**src/cpcr_pkg.sv**
```systemverilog
// Package with the register map, field layout and codes of the codec path control bank
package cpcr_pkg;

	// ********************************
	// Register map
	// ********************************
	localparam int CPCR_NREG = 7;
	localparam logic [7:0] OFF_INPUT_PATH_CONFIG = 8'h0F;
	localparam logic [7:0] OFF_INPUT_MUTE_POWER = 8'h10;
	localparam logic [7:0] OFF_LOW_LATENCY_CONFIG = 8'h11;
	localparam logic [7:0] OFF_OUTPUT_FILTER_CONFIG = 8'h12;
	localparam logic [7:0] OFF_OUTPUT_GATE_POLARITY = 8'h13;
	localparam logic [7:0] OFF_OUTPUT_ATTEN_MUTE = 8'h14;
	localparam logic [7:0] OFF_OUTPUT_POWER_RAMP = 8'h15;
	localparam logic [7:0] REG_OFFSET [CPCR_NREG] = '{OFF_INPUT_PATH_CONFIG, OFF_INPUT_MUTE_POWER,
		OFF_LOW_LATENCY_CONFIG, OFF_OUTPUT_FILTER_CONFIG, OFF_OUTPUT_GATE_POLARITY,
		OFF_OUTPUT_ATTEN_MUTE, OFF_OUTPUT_POWER_RAMP};
	// Writable bits; reserved bits stay zero
	localparam logic [7:0] REG_WMASK [CPCR_NREG] = '{8'h3F, 8'hFF, 8'hEF, 8'hFF, 8'hFF, 8'hFF, 8'hDF};
	localparam logic [7:0] REG_RESET [CPCR_NREG] = '{8'h00, 8'h00, 8'h00, 8'h00, 8'h00, 8'h00, 8'h00};
	localparam int IDX_IN_CFG = 0;
	localparam int IDX_IN_MP = 1;
	localparam int IDX_LL = 2;
	localparam int IDX_FLT = 3;
	localparam int IDX_GP = 4;
	localparam int IDX_AM = 5;
	localparam int IDX_PR = 6;

	// ********************************
	// Field positions
	// ********************************
	localparam int SUPPLY_BIT = 5;
	localparam int HPF_BIT = 4;
	localparam int LOW4_LSB = 0;
	localparam int HIGH4_LSB = 4;
	localparam int LOW5_LSB = 0;
	localparam int GATE_LSB = 5;
	localparam int REF_POL_BIT = 4;
	localparam int MAIN_DE_BIT = 4;
	localparam int REF_DE_BIT = 3;
	localparam int MVC_BIT = 2;
	localparam int FLT_LSB = 0;
	localparam int REF_ATT_BIT = 7;
	localparam int MAIN_ATT_BIT = 6;
	localparam int LL_MUTE_BIT = 5;
	localparam int VQ_BIT = 7;
	localparam int GAIN_BIT = 6;

	// ********************************
	// Codes
	// ********************************
	localparam logic [1:0] FLT_INTERP = 2'h0;
	localparam logic [1:0] FLT_HOLD = 2'h1;
	localparam logic [1:0] FLT_TRACK = 2'h2;
	localparam logic [2:0] GATE_OFF = 3'h7;
	localparam logic [2:0] GATE_FULL = 3'h6;
	localparam logic [4:0] GATE_BASE_BITS = 5'h0D;
	localparam logic [4:0] GATE_FULL_BITS = 5'h18;

endpackage : cpcr_pkg

```
**src/cpcr_path_ctrl.sv**
```systemverilog
// Codec converter path control register bank with decoded path controls
//
// Functional notes
// - High-pass bit enables input path filter
// - Input polarity bits negate input channels
// - Input mute bits silence input channels
// - Input power-down bits power off input paths
// - Low-latency gate code sets depth, 111 disables
// - Low-latency polarity bits invert incoming data
// - Main output gate uses same code set
// - Main de-emphasis only at base rates
// - Reference de-emphasis only at base rates
// - Coupling bit makes reference follow master volume
// - Filter field picks interpolation, hold, tracking
// - Reference output gate uses same code set
// - Output polarity bits invert each output
// - Tracking mode ignores reference polarity bit
// - Reference attenuation bit: ramp or immediate
// - Main attenuation bit: ramp or immediate
// - Low-latency mute bit silences that path
// - Output mute bits silence each output
// - Discharge bit ramps common mode before reset
// - Gain bit gives tracking gain two when flipped
// - Output power-down bits power off outputs
// - Flip plus gain doubles reference offset
`timescale 1ns/1ns
module cpcr_path_ctrl
	import cpcr_pkg::*;
(
	input wire logic mclk,
	input wire logic rst_n,
	input wire logic ctl_wr_en,
	input wire logic ctl_rd_en,
	input wire logic [7:0] ctl_addr,
	input wire logic [7:0] ctl_wr_data,
	output logic [7:0] ctl_rd_data,
	output logic ctl_rd_valid,
	input wire logic high_rate,
	input wire logic tracking_ref_flip,
	output logic supply_level_select,
	output logic input_highpass_on,
	output logic [3:0] input_polarity_flip,
	output logic [3:0] input_silence,
	output logic [3:0] input_power_off,
	output logic lowlat_gate_on,
	output logic [4:0] lowlat_gate_depth,
	output logic [3:0] lowlat_polarity_flip,
	output logic lowlat_silence,
	output logic main_out_gate_on,
	output logic [4:0] main_out_gate_depth,
	output logic main_out_deemph,
	output logic ref_out_deemph,
	output logic ref_out_master_vol_follow,
	output logic ref_out_hold,
	output logic ref_out_tracking,
	output logic ref_out_gate_on,
	output logic [4:0] ref_out_gate_depth,
	output logic [4:0] out_polarity_flip,
	output logic ref_out_atten_mode,
	output logic main_out_atten_mode,
	output logic [4:0] out_silence,
	output logic [4:0] out_power_off,
	output logic common_mode_discharge,
	output logic tracking_gain_two,
	output logic tracking_offset_double
);

	// ********************************
	// Decoding helpers
	// ********************************
	// Returns {gate on in bit 5, engage depth in lower five bits}
	function automatic logic [5:0] gate_decode(input logic [2:0] code);
		logic [5:0] res;
		res = 6'h00;
		if (code == GATE_FULL) begin
			res = {1'h1, GATE_FULL_BITS};
		end else if (code != GATE_OFF) begin
			res = {1'h1, GATE_BASE_BITS + {2'h0, code}};
		end
		return res;
	endfunction : gate_decode

	// ********************************
	// Register storage
	// ********************************
	logic [7:0] regs_reg [CPCR_NREG];
	logic [CPCR_NREG-1:0] wr_hit;
	logic [CPCR_NREG-1:0] addr_hit;
	logic [7:0] rd_mux;
	logic [7:0] rd_data_reg;
	logic rd_valid_reg;

	genvar gi;
	generate
		for (gi = 0; gi < CPCR_NREG; gi++) begin : g_reg
			assign addr_hit[gi] = (ctl_addr == REG_OFFSET[gi]);
			assign wr_hit[gi] = ctl_wr_en && addr_hit[gi];
			always_ff @(posedge mclk or negedge rst_n) begin
				if (!rst_n) begin
					regs_reg[gi] <= REG_RESET[gi];
				end else if (wr_hit[gi]) begin
					regs_reg[gi] <= ctl_wr_data & REG_WMASK[gi];
				end
			end
		end
	endgenerate

	always_comb begin
		rd_mux = 8'h00;
		for (int i = 0; i < CPCR_NREG; i++) begin
			if (addr_hit[i]) begin
				rd_mux = regs_reg[i];
			end
		end
	end

	// Read data is captured one edge after the read strobe
	always_ff @(posedge mclk or negedge rst_n) begin
		if (!rst_n) begin
			rd_data_reg <= 8'h00;
			rd_valid_reg <= 1'b0;
		end else begin
			rd_data_reg <= ctl_rd_en ? rd_mux : 8'h00;
			rd_valid_reg <= ctl_rd_en;
		end
	end

	assign ctl_rd_data = rd_data_reg;
	assign ctl_rd_valid = rd_valid_reg;

	// ********************************
	// Input converter path controls
	// ********************************
	assign supply_level_select = regs_reg[IDX_IN_CFG][SUPPLY_BIT];
	assign input_highpass_on = regs_reg[IDX_IN_CFG][HPF_BIT];
	assign input_polarity_flip = regs_reg[IDX_IN_CFG][LOW4_LSB +: 4];
	assign input_silence = regs_reg[IDX_IN_MP][HIGH4_LSB +: 4];
	assign input_power_off = regs_reg[IDX_IN_MP][LOW4_LSB +: 4];

	// ********************************
	// Low-latency path controls
	// ********************************
	wire [5:0] ll_gate = gate_decode(regs_reg[IDX_LL][GATE_LSB +: 3]);
	assign lowlat_gate_on = ll_gate[5];
	assign lowlat_gate_depth = ll_gate[4:0];
	assign lowlat_polarity_flip = regs_reg[IDX_LL][LOW4_LSB +: 4];
	assign lowlat_silence = regs_reg[IDX_AM][LL_MUTE_BIT];

	// ********************************
	// Output path controls
	// ********************************
	wire [5:0] main_gate = gate_decode(regs_reg[IDX_FLT][GATE_LSB +: 3]);
	wire [5:0] ref_gate = gate_decode(regs_reg[IDX_GP][GATE_LSB +: 3]);
	wire [1:0] flt_code = regs_reg[IDX_FLT][FLT_LSB +: 2];
	assign main_out_gate_on = main_gate[5];
	assign main_out_gate_depth = main_gate[4:0];
	assign ref_out_gate_on = ref_gate[5];
	assign ref_out_gate_depth = ref_gate[4:0];
	// De-emphasis is held off at high or double-speed rates
	assign main_out_deemph = regs_reg[IDX_FLT][MAIN_DE_BIT] && !high_rate;
	assign ref_out_deemph = regs_reg[IDX_FLT][REF_DE_BIT] && !high_rate;
	assign ref_out_master_vol_follow = regs_reg[IDX_FLT][MVC_BIT];
	// Reserved filter code falls back to interpolation; tracking ignores the reference polarity bit
	assign ref_out_hold = (flt_code == FLT_HOLD);
	assign ref_out_tracking = (flt_code == FLT_TRACK);
	assign out_polarity_flip = {regs_reg[IDX_GP][REF_POL_BIT] && !ref_out_tracking, regs_reg[IDX_GP][LOW4_LSB +: 4]};
	assign ref_out_atten_mode = regs_reg[IDX_AM][REF_ATT_BIT];
	assign main_out_atten_mode = regs_reg[IDX_AM][MAIN_ATT_BIT];
	assign out_silence = regs_reg[IDX_AM][LOW5_LSB +: 5];
	assign out_power_off = regs_reg[IDX_PR][LOW5_LSB +: 5];
	assign common_mode_discharge = regs_reg[IDX_PR][VQ_BIT];
	assign tracking_gain_two = tracking_ref_flip && regs_reg[IDX_PR][GAIN_BIT];
	assign tracking_offset_double = tracking_ref_flip && regs_reg[IDX_PR][GAIN_BIT];

	// ********************************
	// Assertions
	// ********************************
	property p_hpf;
		@(posedge mclk) disable iff (!rst_n)
		(ctl_wr_en && ctl_addr == OFF_INPUT_PATH_CONFIG) |=> (input_highpass_on == $past(ctl_wr_data[HPF_BIT]));
	endproperty
	a_hpf: assert property (p_hpf) else $error("highpass enable not taken from write");

	property p_in_mute;
		@(posedge mclk) disable iff (!rst_n)
		(ctl_wr_en && ctl_addr == OFF_INPUT_MUTE_POWER) |=>
			(input_silence == $past(ctl_wr_data[7:4]) && input_power_off == $past(ctl_wr_data[3:0]));
	endproperty
	a_in_mute: assert property (p_in_mute) else $error("input mute or power-down wrong");

	property p_ll_gate;
		@(posedge mclk) disable iff (!rst_n)
		lowlat_gate_on |-> (lowlat_gate_depth >= 5'h0D && lowlat_gate_depth <= 5'h12) || lowlat_gate_depth == 5'h18;
	endproperty
	a_ll_gate: assert property (p_ll_gate) else $error("low-latency gate depth out of range");

	property p_ll_gate_off;
		@(posedge mclk) disable iff (!rst_n)
		(ctl_wr_en && ctl_addr == OFF_LOW_LATENCY_CONFIG && ctl_wr_data[7:5] == 3'h7) |=> !lowlat_gate_on;
	endproperty
	a_ll_gate_off: assert property (p_ll_gate_off) else $error("low-latency gate not disabled");

	property p_main_gate;
		@(posedge mclk) disable iff (!rst_n)
		(ctl_wr_en && ctl_addr == OFF_OUTPUT_FILTER_CONFIG && ctl_wr_data[7:5] == 3'h2) |=>
			(main_out_gate_on && main_out_gate_depth == 5'h0F);
	endproperty
	a_main_gate: assert property (p_main_gate) else $error("main gate code 010 not 15 bits");

	property p_deemph;
		@(posedge mclk) disable iff (!rst_n)
		high_rate |-> !main_out_deemph && !ref_out_deemph;
	endproperty
	a_deemph: assert property (p_deemph) else $error("de-emphasis active at high rate");

	property p_track_pol;
		@(posedge mclk) disable iff (!rst_n)
		ref_out_tracking |-> !out_polarity_flip[4] && !ref_out_hold;
	endproperty
	a_track_pol: assert property (p_track_pol) else $error("reference inverted in tracking mode");

	property p_ref_gate;
		@(posedge mclk) disable iff (!rst_n)
		(ctl_wr_en && ctl_addr == OFF_OUTPUT_GATE_POLARITY && ctl_wr_data[7:5] == 3'h6) |=>
			(ref_out_gate_on && ref_out_gate_depth == 5'h18);
	endproperty
	a_ref_gate: assert property (p_ref_gate) else $error("reference gate code 110 not 24 bits");

	property p_mute_out;
		@(posedge mclk) disable iff (!rst_n)
		(ctl_wr_en && ctl_addr == OFF_OUTPUT_ATTEN_MUTE) |=>
			(out_silence == $past(ctl_wr_data[4:0]) && lowlat_silence == $past(ctl_wr_data[5]));
	endproperty
	a_mute_out: assert property (p_mute_out) else $error("output mute bits wrong");

	property p_reserved;
		@(posedge mclk) disable iff (!rst_n)
		(ctl_rd_en && ctl_addr == OFF_OUTPUT_POWER_RAMP) |=> (ctl_rd_valid && ctl_rd_data[5] == 1'b0);
	endproperty
	a_reserved: assert property (p_reserved) else $error("reserved bit read non-zero");

	property p_gain;
		@(posedge mclk) disable iff (!rst_n)
		!tracking_ref_flip |-> !tracking_gain_two && !tracking_offset_double;
	endproperty
	a_gain: assert property (p_gain) else $error("tracking gain active without flip");

	// ********************************
	// Field storage and bus checks
	// ********************************
	property p_in_cfg;
		@(posedge mclk) disable iff (!rst_n)
		(ctl_wr_en && ctl_addr == OFF_INPUT_PATH_CONFIG) |=>
			(supply_level_select == $past(ctl_wr_data[SUPPLY_BIT]) &&
			input_polarity_flip == $past(ctl_wr_data[3:0]));
	endproperty
	a_in_cfg: assert property (p_in_cfg) else $error("supply select or input polarity wrong");

	property p_ll_pol;
		@(posedge mclk) disable iff (!rst_n)
		(ctl_wr_en && ctl_addr == OFF_LOW_LATENCY_CONFIG) |=> (lowlat_polarity_flip == $past(ctl_wr_data[3:0]));
	endproperty
	a_ll_pol: assert property (p_ll_pol) else $error("low-latency polarity wrong");

	property p_flt_cfg;
		@(posedge mclk) disable iff (!rst_n)
		(ctl_wr_en && ctl_addr == OFF_OUTPUT_FILTER_CONFIG) |=>
			(ref_out_master_vol_follow == $past(ctl_wr_data[MVC_BIT]) &&
			ref_out_hold == ($past(ctl_wr_data[1:0]) == FLT_HOLD) &&
			ref_out_tracking == ($past(ctl_wr_data[1:0]) == FLT_TRACK));
	endproperty
	a_flt_cfg: assert property (p_flt_cfg) else $error("coupling or filter select wrong");

	property p_deemph_on;
		@(posedge mclk) disable iff (!rst_n)
		(ctl_wr_en && ctl_addr == OFF_OUTPUT_FILTER_CONFIG) |=>
			(main_out_deemph == ($past(ctl_wr_data[MAIN_DE_BIT]) && !high_rate) &&
			ref_out_deemph == ($past(ctl_wr_data[REF_DE_BIT]) && !high_rate));
	endproperty
	a_deemph_on: assert property (p_deemph_on) else $error("de-emphasis not taken from write");

	property p_out_pol;
		@(posedge mclk) disable iff (!rst_n)
		(ctl_wr_en && ctl_addr == OFF_OUTPUT_GATE_POLARITY) |=>
			(out_polarity_flip[3:0] == $past(ctl_wr_data[3:0]) &&
			(ref_out_tracking || out_polarity_flip[4] == $past(ctl_wr_data[4])));
	endproperty
	a_out_pol: assert property (p_out_pol) else $error("output polarity wrong");

	property p_atten;
		@(posedge mclk) disable iff (!rst_n)
		(ctl_wr_en && ctl_addr == OFF_OUTPUT_ATTEN_MUTE) |=>
			(ref_out_atten_mode == $past(ctl_wr_data[REF_ATT_BIT]) &&
			main_out_atten_mode == $past(ctl_wr_data[MAIN_ATT_BIT]));
	endproperty
	a_atten: assert property (p_atten) else $error("attenuation mode wrong");

	property p_pwr;
		@(posedge mclk) disable iff (!rst_n)
		(ctl_wr_en && ctl_addr == OFF_OUTPUT_POWER_RAMP) |=>
			(out_power_off == $past(ctl_wr_data[4:0]) &&
			common_mode_discharge == $past(ctl_wr_data[VQ_BIT]));
	endproperty
	a_pwr: assert property (p_pwr) else $error("output power-down or discharge wrong");

	property p_gain_on;
		@(posedge mclk) disable iff (!rst_n)
		(ctl_wr_en && ctl_addr == OFF_OUTPUT_POWER_RAMP) ##1 tracking_ref_flip |->
			(tracking_gain_two == $past(ctl_wr_data[GAIN_BIT]) &&
			tracking_offset_double == tracking_gain_two);
	endproperty
	a_gain_on: assert property (p_gain_on) else $error("tracking gain not taken from write");

	property p_unmapped;
		@(posedge mclk) disable iff (!rst_n)
		(ctl_rd_en && (ctl_addr < OFF_INPUT_PATH_CONFIG || ctl_addr > OFF_OUTPUT_POWER_RAMP)) |=>
			(ctl_rd_valid && ctl_rd_data == 8'h00);
	endproperty
	a_unmapped: assert property (p_unmapped) else $error("unmapped read not zero");

	property p_rsv_in_cfg;
		@(posedge mclk) disable iff (!rst_n)
		(ctl_rd_en && ctl_addr == OFF_INPUT_PATH_CONFIG) |=> (ctl_rd_valid && ctl_rd_data[7:6] == 2'h0);
	endproperty
	a_rsv_in_cfg: assert property (p_rsv_in_cfg) else $error("input config reserved bits non-zero");

	property p_rsv_ll;
		@(posedge mclk) disable iff (!rst_n)
		(ctl_rd_en && ctl_addr == OFF_LOW_LATENCY_CONFIG) |=> (ctl_rd_valid && ctl_rd_data[4] == 1'h0);
	endproperty
	a_rsv_ll: assert property (p_rsv_ll) else $error("low-latency reserved bit non-zero");

	property p_main_depth;
		@(posedge mclk) disable iff (!rst_n)
		main_out_gate_on |->
			(main_out_gate_depth >= 5'h0D && main_out_gate_depth <= 5'h12) || main_out_gate_depth == 5'h18;
	endproperty
	a_main_depth: assert property (p_main_depth) else $error("main gate depth out of range");

	property p_ref_depth;
		@(posedge mclk) disable iff (!rst_n)
		ref_out_gate_on |->
			(ref_out_gate_depth >= 5'h0D && ref_out_gate_depth <= 5'h12) || ref_out_gate_depth == 5'h18;
	endproperty
	a_ref_depth: assert property (p_ref_depth) else $error("reference gate depth out of range");

	property p_gate_idle;
		@(posedge mclk) disable iff (!rst_n)
		(lowlat_gate_on || lowlat_gate_depth == 5'h00) && (main_out_gate_on || main_out_gate_depth == 5'h00) &&
			(ref_out_gate_on || ref_out_gate_depth == 5'h00);
	endproperty
	a_gate_idle: assert property (p_gate_idle) else $error("disabled gate reports a depth");

endmodule : cpcr_path_ctrl

```
**config.mk**
```make
export PLATFORM = sky130hd
export DESIGN_NAME = cpcr_path_ctrl
export DESIGN_NICKNAME = d
export VERILOG_FILES = /design/src/cpcr_pkg.sv /design/src/cpcr_path_ctrl.sv
export SDC_FILE = /design/constraint.sdc
export NUM_CORES = 1
export LEC_CHECK = 0
export BUFFER_PORTS_ARGS = -buffer_cell sky130_fd_sc_hd__buf_4
export CORE_AREA = 4 4 86 88
export DETAILED_ROUTE_END_ITERATION = 12
export DIE_AREA = 0 0 90 92
export PLACE_DENSITY = 0.87
export SYNTH_ARGS = -nofsm -noshare
export SYNTH_HDL_FRONTEND = slang
export SYNTH_SLANG_ARGS = --single-unit
export TNS_END_PERCENT = 100
```
**constraint.sdc**
```tcl
create_clock -name mclk -period 2.9 [get_ports mclk]
set_clock_uncertainty 0.1 [all_clocks]
set_input_delay 0.29 -clock mclk [delete_from_list [all_inputs] [get_ports mclk]]
set_output_delay 0.29 -clock mclk [all_outputs]
set_load 0.01 [all_outputs]
```
==> out/results.ini <==
[run_status]
outcome = finished, final reports clean

[cts]
clk_path_buf_depth = 2
clk_latency_ps = 330
clkSlewWorstSetupHoldPaths_ps = 60
numCtsBuffers = 9
h-tree-depth = 3
cts_tree = built
clock_sinks = 61
cts_resized = 0
cts_root_buffer = clkbuf_8

[setup_path]
crit_fanout = 6
rr_endpoint = ctl_rd_data[4]$_DFF_PN0_
worst_ep_required_time_ps = 2510
crit_type = reg2out
r2r_start = out_silence[4]$_DFFE_PN0P_
cp-start-kind = flop
critPathArrivalTime_ps = 1620
r2r_slack_ps = 1330
crit_path_start = regs_reg[37]$_DFFE_PN0P_
worstSetupEndpointType = output port
ff2ff_path_depth = 4
cp-endpoint = lowlat_gate_depth[0]

[place]
gp_congestion = 0.929
io_buffers = 92
dp_cells = 435
dp_slack_ps = 883
hpwl_mm = 6.48

[logic_synthesis]
netlist_top_cells_count = dfrtp_1, mux2_2, buf_4
synth_top_area_share_pct = 44.1
ys.warnings.count = 0
synth-edff-count = 0
syn-cell-area_sq_um = 3460
synthesis.nets = 339
synthCells = 305
synth_area_leaders = dfrtp_1, mux2_2, buf_4, ha_1, nor2b_1
synthArstFlopShare_pct = 100
yosysTopAreaCell = dfrtp_1
syn_avg_cell_area_sq_um = 11.3
yosysSeqAreaShare_pct = 44.1
ys_ff_latch = 61
ys_types = 45
synth_flop_cell = dfrtp_1
yosysMostFrequentCell = dfrtp_1

[sta]
tightest_slew_ps = 755
tns_ps = 0
fin_ws_ps = 885
finalCritPeriodShare_pct = 69.5
finalHoldViolCount = 0
final-setup-viol-count = 0
grt_setup_unrepaired = false
fmax_mhz = 496
finalMaxSlewViolations = 0
relSlewSlack_pct = 49.7
hold_ws_ps = 64.5
finalCriticalPeriod_ps = 2010

[global_route]
grt_pass1_wl_mm = 14.2
overflow = 0
grt_antenna_before_repair = 0
grt_pass1_vias = 2817
grt_start_max_net_pins = 62
grt_usage_pct = 21.5

[pwr]
ir_drop_v = 0.000310
pwr_density_cell_nw_per_um2 = 483
leakage_nw = 2.12

[routing]
first_pass_iters = 4
antenna_left = 0
num_vias = 2665
dr.first_iter.drc_count = 258
drt-vias-per-instance = 5.90
route.detailed.drc = 0
wl_per_cell_microns = 19.2
wirelength_mm = 8.67

[floorplanning]
die_h_microns = 92
start_util_pct = 52.1
die-area_sq_um = 8280
ios = 93
core.rowCount = 30
core_sq_um = 6640
die_w_microns = 90

[finish]
area_growth_pct = 21.5
multi_input_area_sq_um = 1600
largest_register_ffs = 13
diodes = 0
drive_above_1_share_pct = 47.6
regArea_sq_um = 1530
final_cells = 452
fill_cells = 526
fin_nets = 401

[run]
cap_violations = 0

[worst_hold_path]
hp-class = in2reg

logic make-up (layout without fill, tap and decap cells):
| group | Yosys count | in the layout | synth area share, % |
|---|---|---|---|
| buffers and inverters | 56 | 123 | 9.76 |
| adder cells (fa/ha/maj) | 12 | 12 | 4.34 |
| AO/OA/AOI/OAI | 49 | 49 | 10.0 |
| AND/OR/NAND/NOR | 68 | 68 | 12.8 |
| flip-flops | 61 | 61 | 44.1 |
| multiplexers | 59 | 59 | 19.0 |
critical path, stage by stage, from the launching register on:
cell and delay, ps:
dfrtp_1 440, ha_1 250, ha_1 210, a211oi_1 230
buf_4 170
report_power, final:
group	internal, mW	switching [mW]	total [mW]
registers	0.887	0.0378	0.925
logic	0.126	0.135	0.262
clock network	0.528	0.317	0.845
cell type report:
cell class | count | area share, %
repair buffers | 94 | 16.8
inverters | 13 | 1.16
multi-input cells | 188 | 38.0
clock inverters | 4 | 1.67
clock buffers | 12 | 3.69
well taps | 80 | 2.38
flip-flops and latches | 61 | 36.3
layout by cell type (no fill, tap or decap), types with 2 or more instances in the layout:
cell type | netlist | layout
nand4_1 | 4 | 4
a221oi_1 | 4 | 4
mux2i_1 | 5 | 5
nor2_1 | 4 | 4
and2_1 | 5 | 5
nand2_1 | 12 | 12
nand4_2 | 3 | 3
nor3b_1 | 3 | 3
nand2b_1 | 4 | 4
o21ai_0 | 8 | 8
inv_1 | 13 | 13
mux2_2 | 54 | 54
o221a_2 | 4 | 4
bufinv_16 | 0 | 2
nand3_2 | 2 | 2
nand3_1 | 7 | 7
nor2_4 | 2 | 2
clkinv_2 | 0 | 2
ha_1 | 12 | 12
nor2b_1 | 12 | 12
clkbuf_8 | 0 | 11
a21oi_1 | 12 | 12
o311ai_0 | 4 | 4
buf_4 | 31 | 93
dfrtp_1 | 61 | 61
o22ai_1 | 5 | 5
a211oi_1 | 4 | 4
metrics by stage:
step | area [sq um] | power (mW) | utilization [%]
floorplan | 3460 | 1.08 | -
global placement | 3970 | 1.19 | 59.8
detailed placement | 3970 | 1.20 | 59.8
CTS | 4210 | 2.04 | 63.3
global route | 4210 | 2.11 | 63.3
finish | 4210 | 2.03 | 63.3
repair_timing:
| action | CTS | global route |
|---|---|---|
| hold buffers | 1 | 0 |
| hold endpoints to repair | 61 | 0 |
| buffers inserted | 0 | 0 |
worst min-delay path by stage:
stage	cells after the start	endpoint	from
2_1_floorplan	0	common_mode_discharge$_DFFE_PN0P_	rst_n
3_3_place_gp	1	out_power_off[1]$_DFFE_PN0P_	rst_n
3_5_place_dp	1	ctl_rd_data[3]$_DFF_PN0_	rst_n
4_1_cts	1	ctl_rd_valid$_DFF_PN0_	ctl_rd_en
5_1_grt	1	ctl_rd_valid$_DFF_PN0_	ctl_rd_en
6_report	1	ctl_rd_valid$_DFF_PN0_	ctl_rd_en
per-layer routing:
layer  GRT usage (%)  share of wire [%]  routed length, microns  vias up
met5               0                  0                       0        -
met4            10.6                3.2                     277        0
met3            4.68                6.8                     587       30
met2            33.6                 49                    4210      133
met1            28.3                 41                    3600     1297
li1                -                  -                       -     1205
Note: power is estimated with default switching activity, not from simulation.
